--- src/rtl/ppfs_pkg.sv ---
// Shared constants, register map and types for the push-pull fault and mode sequencer.
package ppfs_pkg;

  // Clock period of pclk.
  localparam int CLK_NS = 10;

  // Least time to cycles, rounded up, never below one cycle.
  function automatic int ns_ceil(input int ns);
    int c;
    c = (ns + CLK_NS - 1) / CLK_NS;
    return (c < 1) ? 1 : c;
  endfunction

  // Longest time to cycles, rounded down, never below one cycle.
  function automatic int ns_floor(input int ns);
    int c;
    c = ns / CLK_NS;
    return (c < 1) ? 1 : c;
  endfunction

  // Timing figures and their cycle counts.
  localparam int OV_DELAY_NS = 550;
  localparam int OV_DELAY_CYC = ns_floor(OV_DELAY_NS);
  localparam int HIC_OFF_NS = 100;
  localparam int HIC_OFF_CYC = ns_ceil(HIC_OFF_NS);
  localparam int DEAD_NS = 70;
  localparam int DEAD_CYC = ns_ceil(DEAD_NS);
  localparam int EN_FILT_NS = 5000;
  localparam int EN_FILT_CYC = ns_ceil(EN_FILT_NS);
  localparam int HARD_HOLD_US = 200;
  localparam int HARD_HOLD_DEF = ns_ceil(HARD_HOLD_US * 1000);
  localparam int SYNC_LOSS_NS = 20000;
  localparam int SYNC_LOSS_DEF = ns_floor(SYNC_LOSS_NS);

  // Register byte addresses.
  localparam logic [7:0] ADDR_CTRL = 8'h00;
  localparam logic [7:0] ADDR_HALF = 8'h04;
  localparam logic [7:0] ADDR_DUTY = 8'h08;
  localparam logic [7:0] ADDR_STAT = 8'h0C;

  // Control field positions and reset values.
  localparam int CTRL_SYNC_BIT = 0;
  localparam int CTRL_SSM_BIT = 1;
  localparam int CTRL_DUTY_BIT = 2;
  localparam logic [2:0] CTRL_RST = 3'h0;
  localparam logic [15:0] HALF_RST = 16'h0032;
  localparam logic [15:0] DUTY_RST = 16'h0019;

  // Soft-start ramp end points.
  localparam logic [7:0] SS_FULL = 8'hFF;
  localparam logic [7:0] SS_ZERO = 8'h00;

  // Sequencer modes.
  typedef enum logic [2:0] {
    ST_OFF = 3'b000,
    ST_WAIT = 3'b001,
    ST_SOFT = 3'b010,
    ST_RUN = 3'b011,
    ST_DISCH = 3'b100
  } ppfs_state_t;

  // Comparator flags and the external clock, as they arrive on pins.
  typedef struct packed {
    logic ext_clk;
    logic clk_float;
    logic dip_hard;
    logic hs2;
    logic hs1;
    logic ilim2;
    logic ilim1;
    logic warm;
    logic hot;
    logic ov_above_fall;
    logic ov_rise;
    logic vcc_ok;
    logic enable_input;
  } ppfs_cmp_t;

  // Status word read back by software.
  typedef struct packed {
    logic hard_long;
    logic sync_lost;
    logic sync_mode;
    logic therm_stop;
    logic ov_stop;
    logic dip_hard;
    ppfs_state_t state;
  } ppfs_stat_t;

endpackage

--- src/rtl/ppfs_sync.sv ---
// Two-stage synchroniser for a group of asynchronous pin levels.
`timescale 1ns/1ps
module ppfs_sync
  import ppfs_pkg::*;
#(
  parameter int W = 1
)
(
  // Clock and reset.
  input wire logic pclk,
  input wire logic presetn,
  // Levels in and out.
  input wire logic [W-1:0] d,
  output logic [W-1:0] q
);

  logic [W-1:0] meta_r;

  // The first stage feeds only the second stage.
  always_ff @(posedge pclk or negedge presetn)
  begin
    if (!presetn)
    begin
      meta_r <= '0;
      q <= '0;
    end
    else
    begin
      meta_r <= d;
      q <= meta_r;
    end
  end

endmodule

--- src/rtl/ppfs_filt.sv ---
// Glitch filter: the output follows the input only after it has held steady.
`timescale 1ns/1ps
module ppfs_filt
  import ppfs_pkg::*;
#(
  parameter int CYC = 4,
  parameter int CW = 16
)
(
  // Clock and reset.
  input wire logic pclk,
  input wire logic presetn,
  // Filtered level.
  input wire logic d,
  output logic q
);

  localparam logic [CW-1:0] LAST = CW'(CYC - 1);

  logic [CW-1:0] cnt_r;

  // Any bounce restarts the count, so short pulses never pass either way.
  always_ff @(posedge pclk or negedge presetn)
  begin
    if (!presetn)
    begin
      cnt_r <= '0;
      q <= 1'b0;
    end
    else if (d == q)
      cnt_r <= '0;
    else if (cnt_r == LAST)
    begin
      cnt_r <= '0;
      q <= d;
    end
    else
      cnt_r <= cnt_r + 1'b1;
  end

endmodule

--- src/rtl/ppfs_sequencer.sv ---
// Push-pull driver sequencer: modes, fault handling, phase and gate generation.
// Overview of operation
// Overvoltage stops both switches after 550 ns.
// Overvoltage recovery needs supply below falling threshold.
// Per-cycle current limit ends each switch's on-phase.
// Current limit ignored during soft-start, active afterwards.
// Small pin dip is soft short, large hard.
// Soft short trip: off 100 ns, retry phase.
// Retries repeat through whole on-time until clear.
// Both drives off during each retry gap.
// Hard short uses fixed 5 A comparator.
// Hard short over 200 us discharges, then restarts.
// Hard short trip acts within 65 ns.
// Enabled but supply low keeps switches inactive.
// Enable filter rejects pulses under 5 us.
// Undriven enable means disabled, stays shut down.
// Thermal stop at 180 C, resume below 147 C.
// Drains high-impedance while disabled or supply low.
// Soft-start at power-up and each enable rise.
// Run only when enabled, supplied, soft-start done.
// External clock divided by two into phases.
// Sync mode never reverts; clock loss stops switching.
// Sync mode disables duty control and spreading.
// External clock source starts after device supply.
// 70 ns dead time between the two phases.
// Floating frequency pin waits for external clock.
// Divider gives two alternating 50% phases.
// All pin flags pass two flip-flops first.
// Outputs stay off until every fault recovers.
`timescale 1ns/1ps
module ppfs_sequencer
  import ppfs_pkg::*;
#(
  parameter int HARD_HOLD_CYC = HARD_HOLD_DEF,
  parameter int SYNC_LOSS_CYC = SYNC_LOSS_DEF,
  parameter int SS_STEP_CYC = 8,
  parameter int CNT_W = 16
)
(
  // Clock and reset.
  input wire logic pclk,
  input wire logic presetn,
  // APB slave.
  input wire logic psel,
  input wire logic penable,
  input wire logic pwrite,
  input wire logic [7:0] paddr,
  input wire logic [31:0] pwdata,
  output logic [31:0] prdata,
  output logic pready,
  output logic pslverr,
  // Comparator flags and external clock pin.
  input wire ppfs_cmp_t cmp_pins,
  // Switch drive and soft-start pin control.
  output logic first_switch_gate,
  output logic second_switch_gate,
  output logic drain_hiz,
  output logic ss_discharge,
  output logic [7:0] gate_strength
);

  localparam logic [CNT_W-1:0] DEAD_W = CNT_W'(DEAD_CYC);
  localparam logic [CNT_W-1:0] OV_W = CNT_W'(OV_DELAY_CYC);
  localparam logic [CNT_W-1:0] HIC_W = CNT_W'(HIC_OFF_CYC);
  localparam logic [CNT_W-1:0] HOLD_W = CNT_W'(HARD_HOLD_CYC);
  localparam logic [CNT_W-1:0] LOSS_W = CNT_W'(SYNC_LOSS_CYC);
  localparam logic [CNT_W-1:0] STEP_W = CNT_W'(SS_STEP_CYC - 1);

  // Saturating increment shared by the loss, half-period and hard-short hold counters.
  function automatic logic [CNT_W-1:0] sat_inc(input logic [CNT_W-1:0] v);
    return (&v) ? v : v + 1'b1;
  endfunction

  ppfs_cmp_t pin_s;
  logic [$bits(ppfs_cmp_t)-1:0] pin_q;
  logic en_f;
  logic en_q_r;
  ppfs_state_t state_r;
  ppfs_state_t state_nxt;
  logic [2:0] ctrl_r;
  logic [15:0] half_r;
  logic [15:0] duty_r;
  logic [CNT_W-1:0] ov_cnt_r;
  logic ov_arm_r;
  logic ov_stop_r;
  logic therm_stop_r;
  logic sync_mode_r;
  logic sync_lost_r;
  logic ext_q_r;
  logic [CNT_W-1:0] loss_cnt_r;
  logic [CNT_W-1:0] hc_r;
  logic ph_r;
  logic [3:0] lfsr_r;
  logic [CNT_W-1:0] hic_r;
  logic cut_r;
  logic [CNT_W-1:0] hold_cnt_r;
  logic [CNT_W-1:0] step_cnt_r;
  logic [7:0] ramp_r;
  logic [31:0] rd_r;

  logic run_ok;
  logic ext_edge;
  logic sync_want;
  logic osc_ok;
  logic ssm_act;
  logic duty_act;
  logic [CNT_W-1:0] half_lim;
  logic tick;
  logic active;
  logic fault_any;
  logic win;
  logic drive;
  logic cur_ilim;
  logic cur_hs;
  logic trip_soft;
  logic trip_hard;
  logic hard_long;
  logic wr;
  logic addr_ok;

  // two-stage sync
  ppfs_sync #(.W($bits(ppfs_cmp_t))) u_sync (
    .pclk(pclk),
    .presetn(presetn),
    .d(cmp_pins),
    .q(pin_q)
  );
  assign pin_s = ppfs_cmp_t'(pin_q);

  // enable glitch filter
  ppfs_filt #(.CYC(EN_FILT_CYC), .CW(CNT_W)) u_en_filt (
    .pclk(pclk),
    .presetn(presetn),
    .d(pin_s.enable_input),
    .q(en_f)
  );

  // Mode and clocking qualifiers.
  assign run_ok = en_f & pin_s.vcc_ok;
  assign ext_edge = pin_s.ext_clk & ~ext_q_r;
  // floating pin forces sync
  assign sync_want = ctrl_r[CTRL_SYNC_BIT] | pin_s.clk_float;
  assign osc_ok = sync_mode_r | ~sync_want;
  // no spreading or duty in sync
  assign ssm_act = ctrl_r[CTRL_SSM_BIT] & ~sync_mode_r;
  assign duty_act = ctrl_r[CTRL_DUTY_BIT] & ~sync_mode_r;
  assign half_lim = CNT_W'(half_r) + (ssm_act ? CNT_W'(lfsr_r[1:0]) : '0);
  // each rising external edge flips phase
  assign tick = osc_ok & (sync_mode_r ? ext_edge : (hc_r >= half_lim - 1'b1));

  // any latched fault blocks drive
  assign fault_any = ov_stop_r | therm_stop_r | sync_lost_r;
  assign active = (state_r == ST_SOFT) | (state_r == ST_RUN);
  // dead time after every flip
  assign win = (hc_r >= DEAD_W) & (~duty_act | (hc_r < CNT_W'(duty_r)));
  // retry gap keeps both off
  assign drive = active & run_ok & ~fault_any & osc_ok & win & (hic_r == '0) & ~cut_r;
  assign cur_ilim = ph_r ? pin_s.ilim2 : pin_s.ilim1;
  assign cur_hs = ph_r ? pin_s.hs2 : pin_s.hs1;
  // pin dip picks the short class
  // programmed limit only in run
  assign trip_soft = ~pin_s.dip_hard & (state_r == ST_RUN) & cur_ilim & drive;
  // fixed hard-short comparator
  assign trip_hard = pin_s.dip_hard & cur_hs & drive;
  assign hard_long = (hold_cnt_r >= HOLD_W);

  // Enable edge memory for the soft-start trigger.
  always_ff @(posedge pclk or negedge presetn)
  begin
    if (!presetn)
      en_q_r <= 1'b0;
    else
      en_q_r <= en_f;
  end

  // Mode transitions.
  always_comb
  begin
    state_nxt = state_r;
    case (state_r)
      // filter resets low, so shutdown holds
      ST_OFF:
        if (en_f)
          state_nxt = ST_WAIT;
      // wait for supply
      ST_WAIT:
        if (!en_f)
          state_nxt = ST_OFF;
        else if (pin_s.vcc_ok)
          state_nxt = ST_SOFT;
      // run only after ramp completes
      ST_SOFT:
        if (!run_ok)
          state_nxt = en_f ? ST_WAIT : ST_OFF;
        else if (hard_long)
          state_nxt = ST_DISCH;
        else if (ramp_r == SS_FULL)
          state_nxt = ST_RUN;
      ST_RUN:
        if (!run_ok)
          state_nxt = en_f ? ST_WAIT : ST_OFF;
        else if (hard_long)
          state_nxt = ST_DISCH;
      // restart once short clears
      ST_DISCH:
        if (!run_ok)
          state_nxt = en_f ? ST_WAIT : ST_OFF;
        else if (ramp_r == SS_ZERO && !pin_s.dip_hard)
          state_nxt = ST_SOFT;
      default:
        state_nxt = ST_OFF;
    endcase
    // every enable rise restarts soft-start
    if (en_f && !en_q_r && state_r != ST_OFF)
      state_nxt = ST_WAIT;
  end

  // Mode register.
  always_ff @(posedge pclk or negedge presetn)
  begin
    if (!presetn)
      state_r <= ST_OFF;
    else
      state_r <= state_nxt;
  end

  // Soft-start ramp; it only climbs in soft-start, holds in run and is emptied elsewhere.
  always_ff @(posedge pclk or negedge presetn)
  begin
    if (!presetn)
    begin
      ramp_r <= SS_ZERO;
      step_cnt_r <= '0;
    end
    // gradual ramp from zero
    else if (state_r == ST_SOFT)
    begin
      if (step_cnt_r == STEP_W)
      begin
        step_cnt_r <= '0;
        if (ramp_r != SS_FULL)
          ramp_r <= ramp_r + 1'b1;
      end
      else
        step_cnt_r <= step_cnt_r + 1'b1;
    end
    else if (state_r != ST_RUN)
    begin
      ramp_r <= SS_ZERO;
      step_cnt_r <= '0;
    end
  end

  // delayed overvoltage stop
  // release below falling threshold
  always_ff @(posedge pclk or negedge presetn)
  begin
    if (!presetn)
    begin
      ov_arm_r <= 1'b0;
      ov_cnt_r <= '0;
      ov_stop_r <= 1'b0;
    end
    else if (ov_stop_r)
    begin
      ov_arm_r <= 1'b0;
      ov_cnt_r <= '0;
      if (!pin_s.ov_above_fall && !pin_s.ov_rise) // A standing rise beats recovery.
        ov_stop_r <= 1'b0;
    end
    else if (ov_arm_r)
    begin
      if (ov_cnt_r == OV_W - 1'b1)
        ov_stop_r <= 1'b1;
      ov_cnt_r <= ov_cnt_r + 1'b1;
    end
    else if (pin_s.ov_rise)
    begin
      ov_arm_r <= 1'b1;
      ov_cnt_r <= '0;
    end
  end

  // thermal stop with hysteresis
  always_ff @(posedge pclk or negedge presetn)
  begin
    if (!presetn)
      therm_stop_r <= 1'b0;
    else if (pin_s.hot)
      therm_stop_r <= 1'b1;
    else if (!pin_s.warm)
      therm_stop_r <= 1'b0;
  end

  // sync mode latches; loss latches too
  // Only a reset, the model of a power cycle, leaves sync mode.
  always_ff @(posedge pclk or negedge presetn)
  begin
    if (!presetn)
    begin
      ext_q_r <= 1'b0;
      sync_mode_r <= 1'b0;
      sync_lost_r <= 1'b0;
      loss_cnt_r <= '0;
    end
    else
    begin
      ext_q_r <= pin_s.ext_clk;
      if (sync_want && ext_edge)
        sync_mode_r <= 1'b1;
      if (!sync_mode_r || ext_edge)
        loss_cnt_r <= '0;
      else
        loss_cnt_r <= sat_inc(loss_cnt_r);
      if (sync_mode_r && loss_cnt_r >= LOSS_W)
        sync_lost_r <= 1'b1;
    end
  end

  // half-period counter and phase divider
  // Dither changes only at a flip, so each half period stays whole.
  always_ff @(posedge pclk or negedge presetn)
  begin
    if (!presetn)
    begin
      hc_r <= '0;
      ph_r <= 1'b0;
      lfsr_r <= 4'h1;
    end
    else if (tick)
    begin
      hc_r <= '0;
      ph_r <= ~ph_r;
      lfsr_r <= {lfsr_r[2:0], lfsr_r[3] ^ lfsr_r[2]};
    end
    else
      hc_r <= sat_inc(hc_r);
  end

  // trip ends the drive
  // retry after off gap
  // retries span the on-time
  always_ff @(posedge pclk or negedge presetn)
  begin
    if (!presetn)
      hic_r <= '0;
    else if (tick)
      hic_r <= '0;
    else if (trip_soft)
      hic_r <= HIC_W;
    else if (hic_r != '0)
      hic_r <= hic_r - 1'b1;
  end

  // hard trip cuts rest of phase
  always_ff @(posedge pclk or negedge presetn)
  begin
    if (!presetn)
      cut_r <= 1'b0;
    else if (tick)
      cut_r <= 1'b0;
    else if (trip_hard)
      cut_r <= 1'b1;
  end

  // hard-short persistence timer
  always_ff @(posedge pclk or negedge presetn)
  begin
    if (!presetn)
      hold_cnt_r <= '0;
    else if (!pin_s.dip_hard || !active)
      hold_cnt_r <= '0;
    else
      hold_cnt_r <= sat_inc(hold_cnt_r);
  end

  // Registered pin drives; the phase bit keeps the two gates exclusive.
  always_ff @(posedge pclk or negedge presetn)
  begin
    if (!presetn)
    begin
      first_switch_gate <= 1'b0;
      second_switch_gate <= 1'b0;
      drain_hiz <= 1'b1;
      ss_discharge <= 1'b0;
      gate_strength <= SS_ZERO;
    end
    else
    begin
      first_switch_gate <= drive & ~ph_r;
      second_switch_gate <= drive & ph_r;
      // tri-state while off or low
      drain_hiz <= ~run_ok | (state_r == ST_OFF) | (state_r == ST_WAIT);
      ss_discharge <= (state_r == ST_DISCH);
      gate_strength <= ramp_r;
    end
  end

  // APB decode; zero wait states, so pready is always high.
  assign wr = psel & penable & pwrite;
  assign addr_ok = (paddr == ADDR_CTRL) | (paddr == ADDR_HALF) |
                   (paddr == ADDR_DUTY) | (paddr == ADDR_STAT);
  assign pready = 1'b1;
  assign pslverr = psel & penable & ~addr_ok;
  assign prdata = rd_r;

  // Writable registers; a half period below dead time would starve the gates.
  always_ff @(posedge pclk or negedge presetn)
  begin
    if (!presetn)
    begin
      ctrl_r <= CTRL_RST;
      half_r <= HALF_RST;
      duty_r <= DUTY_RST;
    end
    else if (wr)
    begin
      if (paddr == ADDR_CTRL)
        ctrl_r <= pwdata[2:0];
      if (paddr == ADDR_HALF)
        half_r <= pwdata[15:0];
      if (paddr == ADDR_DUTY)
        duty_r <= pwdata[15:0];
    end
  end

  // Read data is captured in the setup cycle and held through the access.
  always_ff @(posedge pclk or negedge presetn)
  begin
    if (!presetn)
      rd_r <= '0;
    else if (psel && !penable)
    begin
      case (paddr)
        ADDR_CTRL: rd_r <= {29'h0, ctrl_r};
        ADDR_HALF: rd_r <= {16'h0, half_r};
        ADDR_DUTY: rd_r <= {16'h0, duty_r};
        ADDR_STAT: rd_r <= {23'h0, hard_long, sync_lost_r, sync_mode_r,
                            therm_stop_r, ov_stop_r, pin_s.dip_hard, state_r};
        default: rd_r <= '0;
      endcase
    end
  end

endmodule

--- config.mk ---
export PLATFORM = sky130hd
export DESIGN_NAME = ppfs_sequencer
export DESIGN_NICKNAME = d
export VERILOG_FILES = /design/src/rtl/ppfs_pkg.sv /design/src/rtl/ppfs_sync.sv /design/src/rtl/ppfs_filt.sv /design/src/rtl/ppfs_sequencer.sv
export SDC_FILE = /design/constraint.sdc
export NUM_CORES = 1
export LEC_CHECK = 0
export ABC_AREA = 1
export ABC_CLOCK_PERIOD_IN_PS = 9670
export BUFFER_PORTS_ARGS = -buffer_cell sky130_fd_sc_hd__clkbuf_2
export CORE_MARGIN = 2
export CORE_UTILIZATION = 45
export DETAILED_ROUTE_END_ITERATION = 10
export HOLD_SLACK_MARGIN = 0.06
export PLACE_DENSITY = 0.6
export SYNTH_ARGS = -nofsm -noshare
export SYNTH_HDL_FRONTEND = slang
export SYNTH_SLANG_ARGS = --single-unit
--- constraint.sdc ---
create_clock -name pclk -period 9.67 [get_ports pclk]
set_input_delay 0.4835 -clock pclk [delete_from_list [all_inputs] [get_ports pclk]]
set_output_delay 0.4835 -clock pclk [all_outputs]
set_load 0.01 [all_outputs]
==> metrics <==
commonest cells after routing, fill and taps aside nand2_1 (281), dfrtp_1 (218), inv_1 (200), nor2_1 (147), o21ai_0 (118); CP max FO 16; Antenna diodes 0; root buffer cell clkbuf_16; post-route minimum period 4.57 ns; core area 26700 um2; initial DRC count 587; Buffers on Ports 70; DRT Pass-1 Iters 5; Peak VDD IR 0.0000942 V; Period Utilization, post-route 47.3%; Worst setup endpoint hc_r[15]; Die X 168 um; final count of hold timing violations 0; vias in the first global route 9535; fmax 219 MHz; Mean Syn Cell Area 8.27 um2; first-pass GRT wire length 45800 um; initial antenna violation count 0; total CTS buffers 26; vias 9858; Clk Latency, worst-skew pair 0.54 ns; Final nets 1678; total gr overflow 0; Worst Path Required 10.05 ns; PostCTS Resize Cnt 0; ANT nets after route 0; HPWL after detailed placement 19300 um; Mapped Area 12100 um2; clock sink count 226; Synth Instances 1466; Post-synth EDFFs 0; CP endpoint kind flop; worst r2r src sync_mode_r; Post-synth top flop dfrtp_1; Critical path origin sync_mode_r; Std-Cell Rows 60; clk_skew 0.0212 ns; asr flop ratio synth 100%; I/O Pins 104; Syn. warnings 0; Fin Hold WS 0.0907 ns; share of layout cells above drive strength 1 11.2%; starting density of the core 45.4%; Worst-path clk slew 0.06 ns; setup bufs post-CTS 0; GRT Util Overall 19.3%; hold path cells 1; Final Slew Violations 0; Worst Hold Class input pin to flop; pin count of the biggest net entering global routing 87; Max transition margin 24.9%; DRC 0; status finished, final reports clean; DIE AREA 28300 um2; H-tree Lvls 1; filler instances 2546; r2r setup slk 5.10 ns; critical path type flop to flop; max-cap violations 0; drt total wl 26700 um; Reg2Reg Depth 21; startpoint types flop; CTS tree built; Setup-failing EPs final 0; routability congestion estimate 0.865; Arr. time, crit path 4.95 ns; Layout area overhead 14.6%; Yosys reg bits 226; static leakage 6.77 nW; RSZ-0062 raised after global routing false; WL/cell 13.9 um; Vias/cell 5.13; commonest non-fill, non-tap cell in the layout nand2_1; library cells used by synthesis 54; R2R Path End hc_r[15]; Setup TNS 0 ns; post-synthesis sequential area ratio 46.7%; Slew @ Worst Pin 1.13 ns; Clock Path Buffers 3; pwr/cell area 174 nW/um2; height of the chip 168 um
logic make-up after synthesis:
group | Yosys count | synth area share, %
AND/OR/NAND/NOR | 633 | 23.6
XOR/XNOR | 45 | 3.25
AO/OA/AOI/OAI | 258 | 11.9
flip-flops | 226 | 46.7
other | 2 | 0.0619
adder cells (fa/ha/maj) | 60 | 6.25
buffers and inverters | 242 | 8.22
synthesized netlist by cell type, drive strengths merged, types with 4 or more instances:
master	number	share of area [%]
nor3	50	2.4
a21oi	76	3.1
o2111ai	6	0.43
and3	4	0.21
o22ai	16	0.83
buf	21	1.4
o21ai	120	5.0
dfstp	8	1.7
nand3	79	3.4
nand2	285	9.0
a211oi	4	0.25
o211ai	6	0.37
dfrtp	218	45
a31oi	10	0.52
nor4	11	0.74
inv	207	6.4
nand4	32	1.8
nor2	165	5.7
clkbuf	14	0.43
ha	59	6.1
or2	5	0.26
o21a	6	0.37
xnor2	16	1.2
xor2	29	2.1
layout make-up:
| type | count | area [um2] | area share (%) |
|---|---|---|---|
| inverters | 207 | 779 | 5.61 |
| flip-flops and latches | 226 | 5670 | 40.7 |
| clock inverters | 14 | 267 | 1.92 |
| multi-input cells | 1013 | 5520 | 39.7 |
| clock buffers | 34 | 731 | 5.25 |
| well taps | 341 | 427 | 3.07 |
| repair buffers | 86 | 513 | 3.69 |
per-stage QoR:
step	setup slack [ns]	cells	util [%]	total power [mW]	cell area, um2
2_1_floorplan	6.05	1481	-	1.22	12200
4_1_cts	5.10	1921	52.0	2.44	13900
6_report	5.10	1921	52.0	2.42	13900
5_1_grt	4.72	1921	52.0	2.53	13900
3_5_place_dp	5.12	1860	47.8	1.30	12800
3_3_place_gp	5.16	1860	47.8	1.30	12800
critical path, cell delays in order (launching register included):
cell and delay (ns):
dfrtp_1 0.39, inv_1 0.26, nand3_1 0.12, ha_1 0.29
inv_1 0.04, ha_1 0.26, fa_1 0.45, nand3_1 0.11
nand2_1 0.10, nand3_1 0.11, o2111ai_1 0.15, nand3_1 0.10
nand2_1 0.06, xor2_1 0.15, ha_1 0.30, nand2_1 0.08
nor3_1 0.31, nand3_1 0.11, nand4_1 0.12, nand2_2 0.24
inv_1 0.52, o21ai_0 0.16
report_power, final:
| part | total, mW | switching [mW] | internal (mW) |
|---|---|---|---|
| Clock | 1.12 | 0.405 | 0.720 |
| Combinational | 0.253 | 0.162 | 0.0909 |
| Sequential | 1.04 | 0.0460 | 0.991 |
timing repair:
action | in CTS | in global routing
endpoints found under the hold margin | 95 | 0
hold buffers | 13 | 0
setup endpoints to repair | 0 | 0
layer usage:
layer	vias up	wire [um]	track usage [%]
met1	4651	13000	27.3
met3	42	876	2.30
met4	0	587	4.84
met5	-	0	0
met2	166	12200	31.8
li1	4999	-	-
registers in the layout (all words and copies together) (netlist names), 3 cells and up:
name / count
ov_cnt_r: 16
hold_cnt_r: 16
u_en_filt.cnt_r: 16
ctrl_r: 3
ramp_r: 8
lfsr_r: 4
u_sync.q: 13
u_sync.meta_r: 13
hic_r: 16
state_r: 3
duty_r: 16
loss_cnt_r: 16
half_r: 16
step_cnt_r: 16
prdata: 16
gate_strength: 8
hc_r: 16
worst min-delay path by stage:
stage	end	slack, ns	start
3_5_place_dp	u_sync.q[8]	0.34	u_sync.meta_r[8]
5_1_grt	u_sync.meta_r[11]	0.08	cmp_pins[11]
6_report	u_sync.meta_r[11]	0.09	cmp_pins[11]
3_3_place_gp	u_sync.q[8]	0.33	u_sync.meta_r[8]
2_1_floorplan	ctrl_r[0]	0.19	presetn
4_1_cts	u_sync.meta_r[11]	0.07	cmp_pins[11]
(Power assumes the default switching activity.)
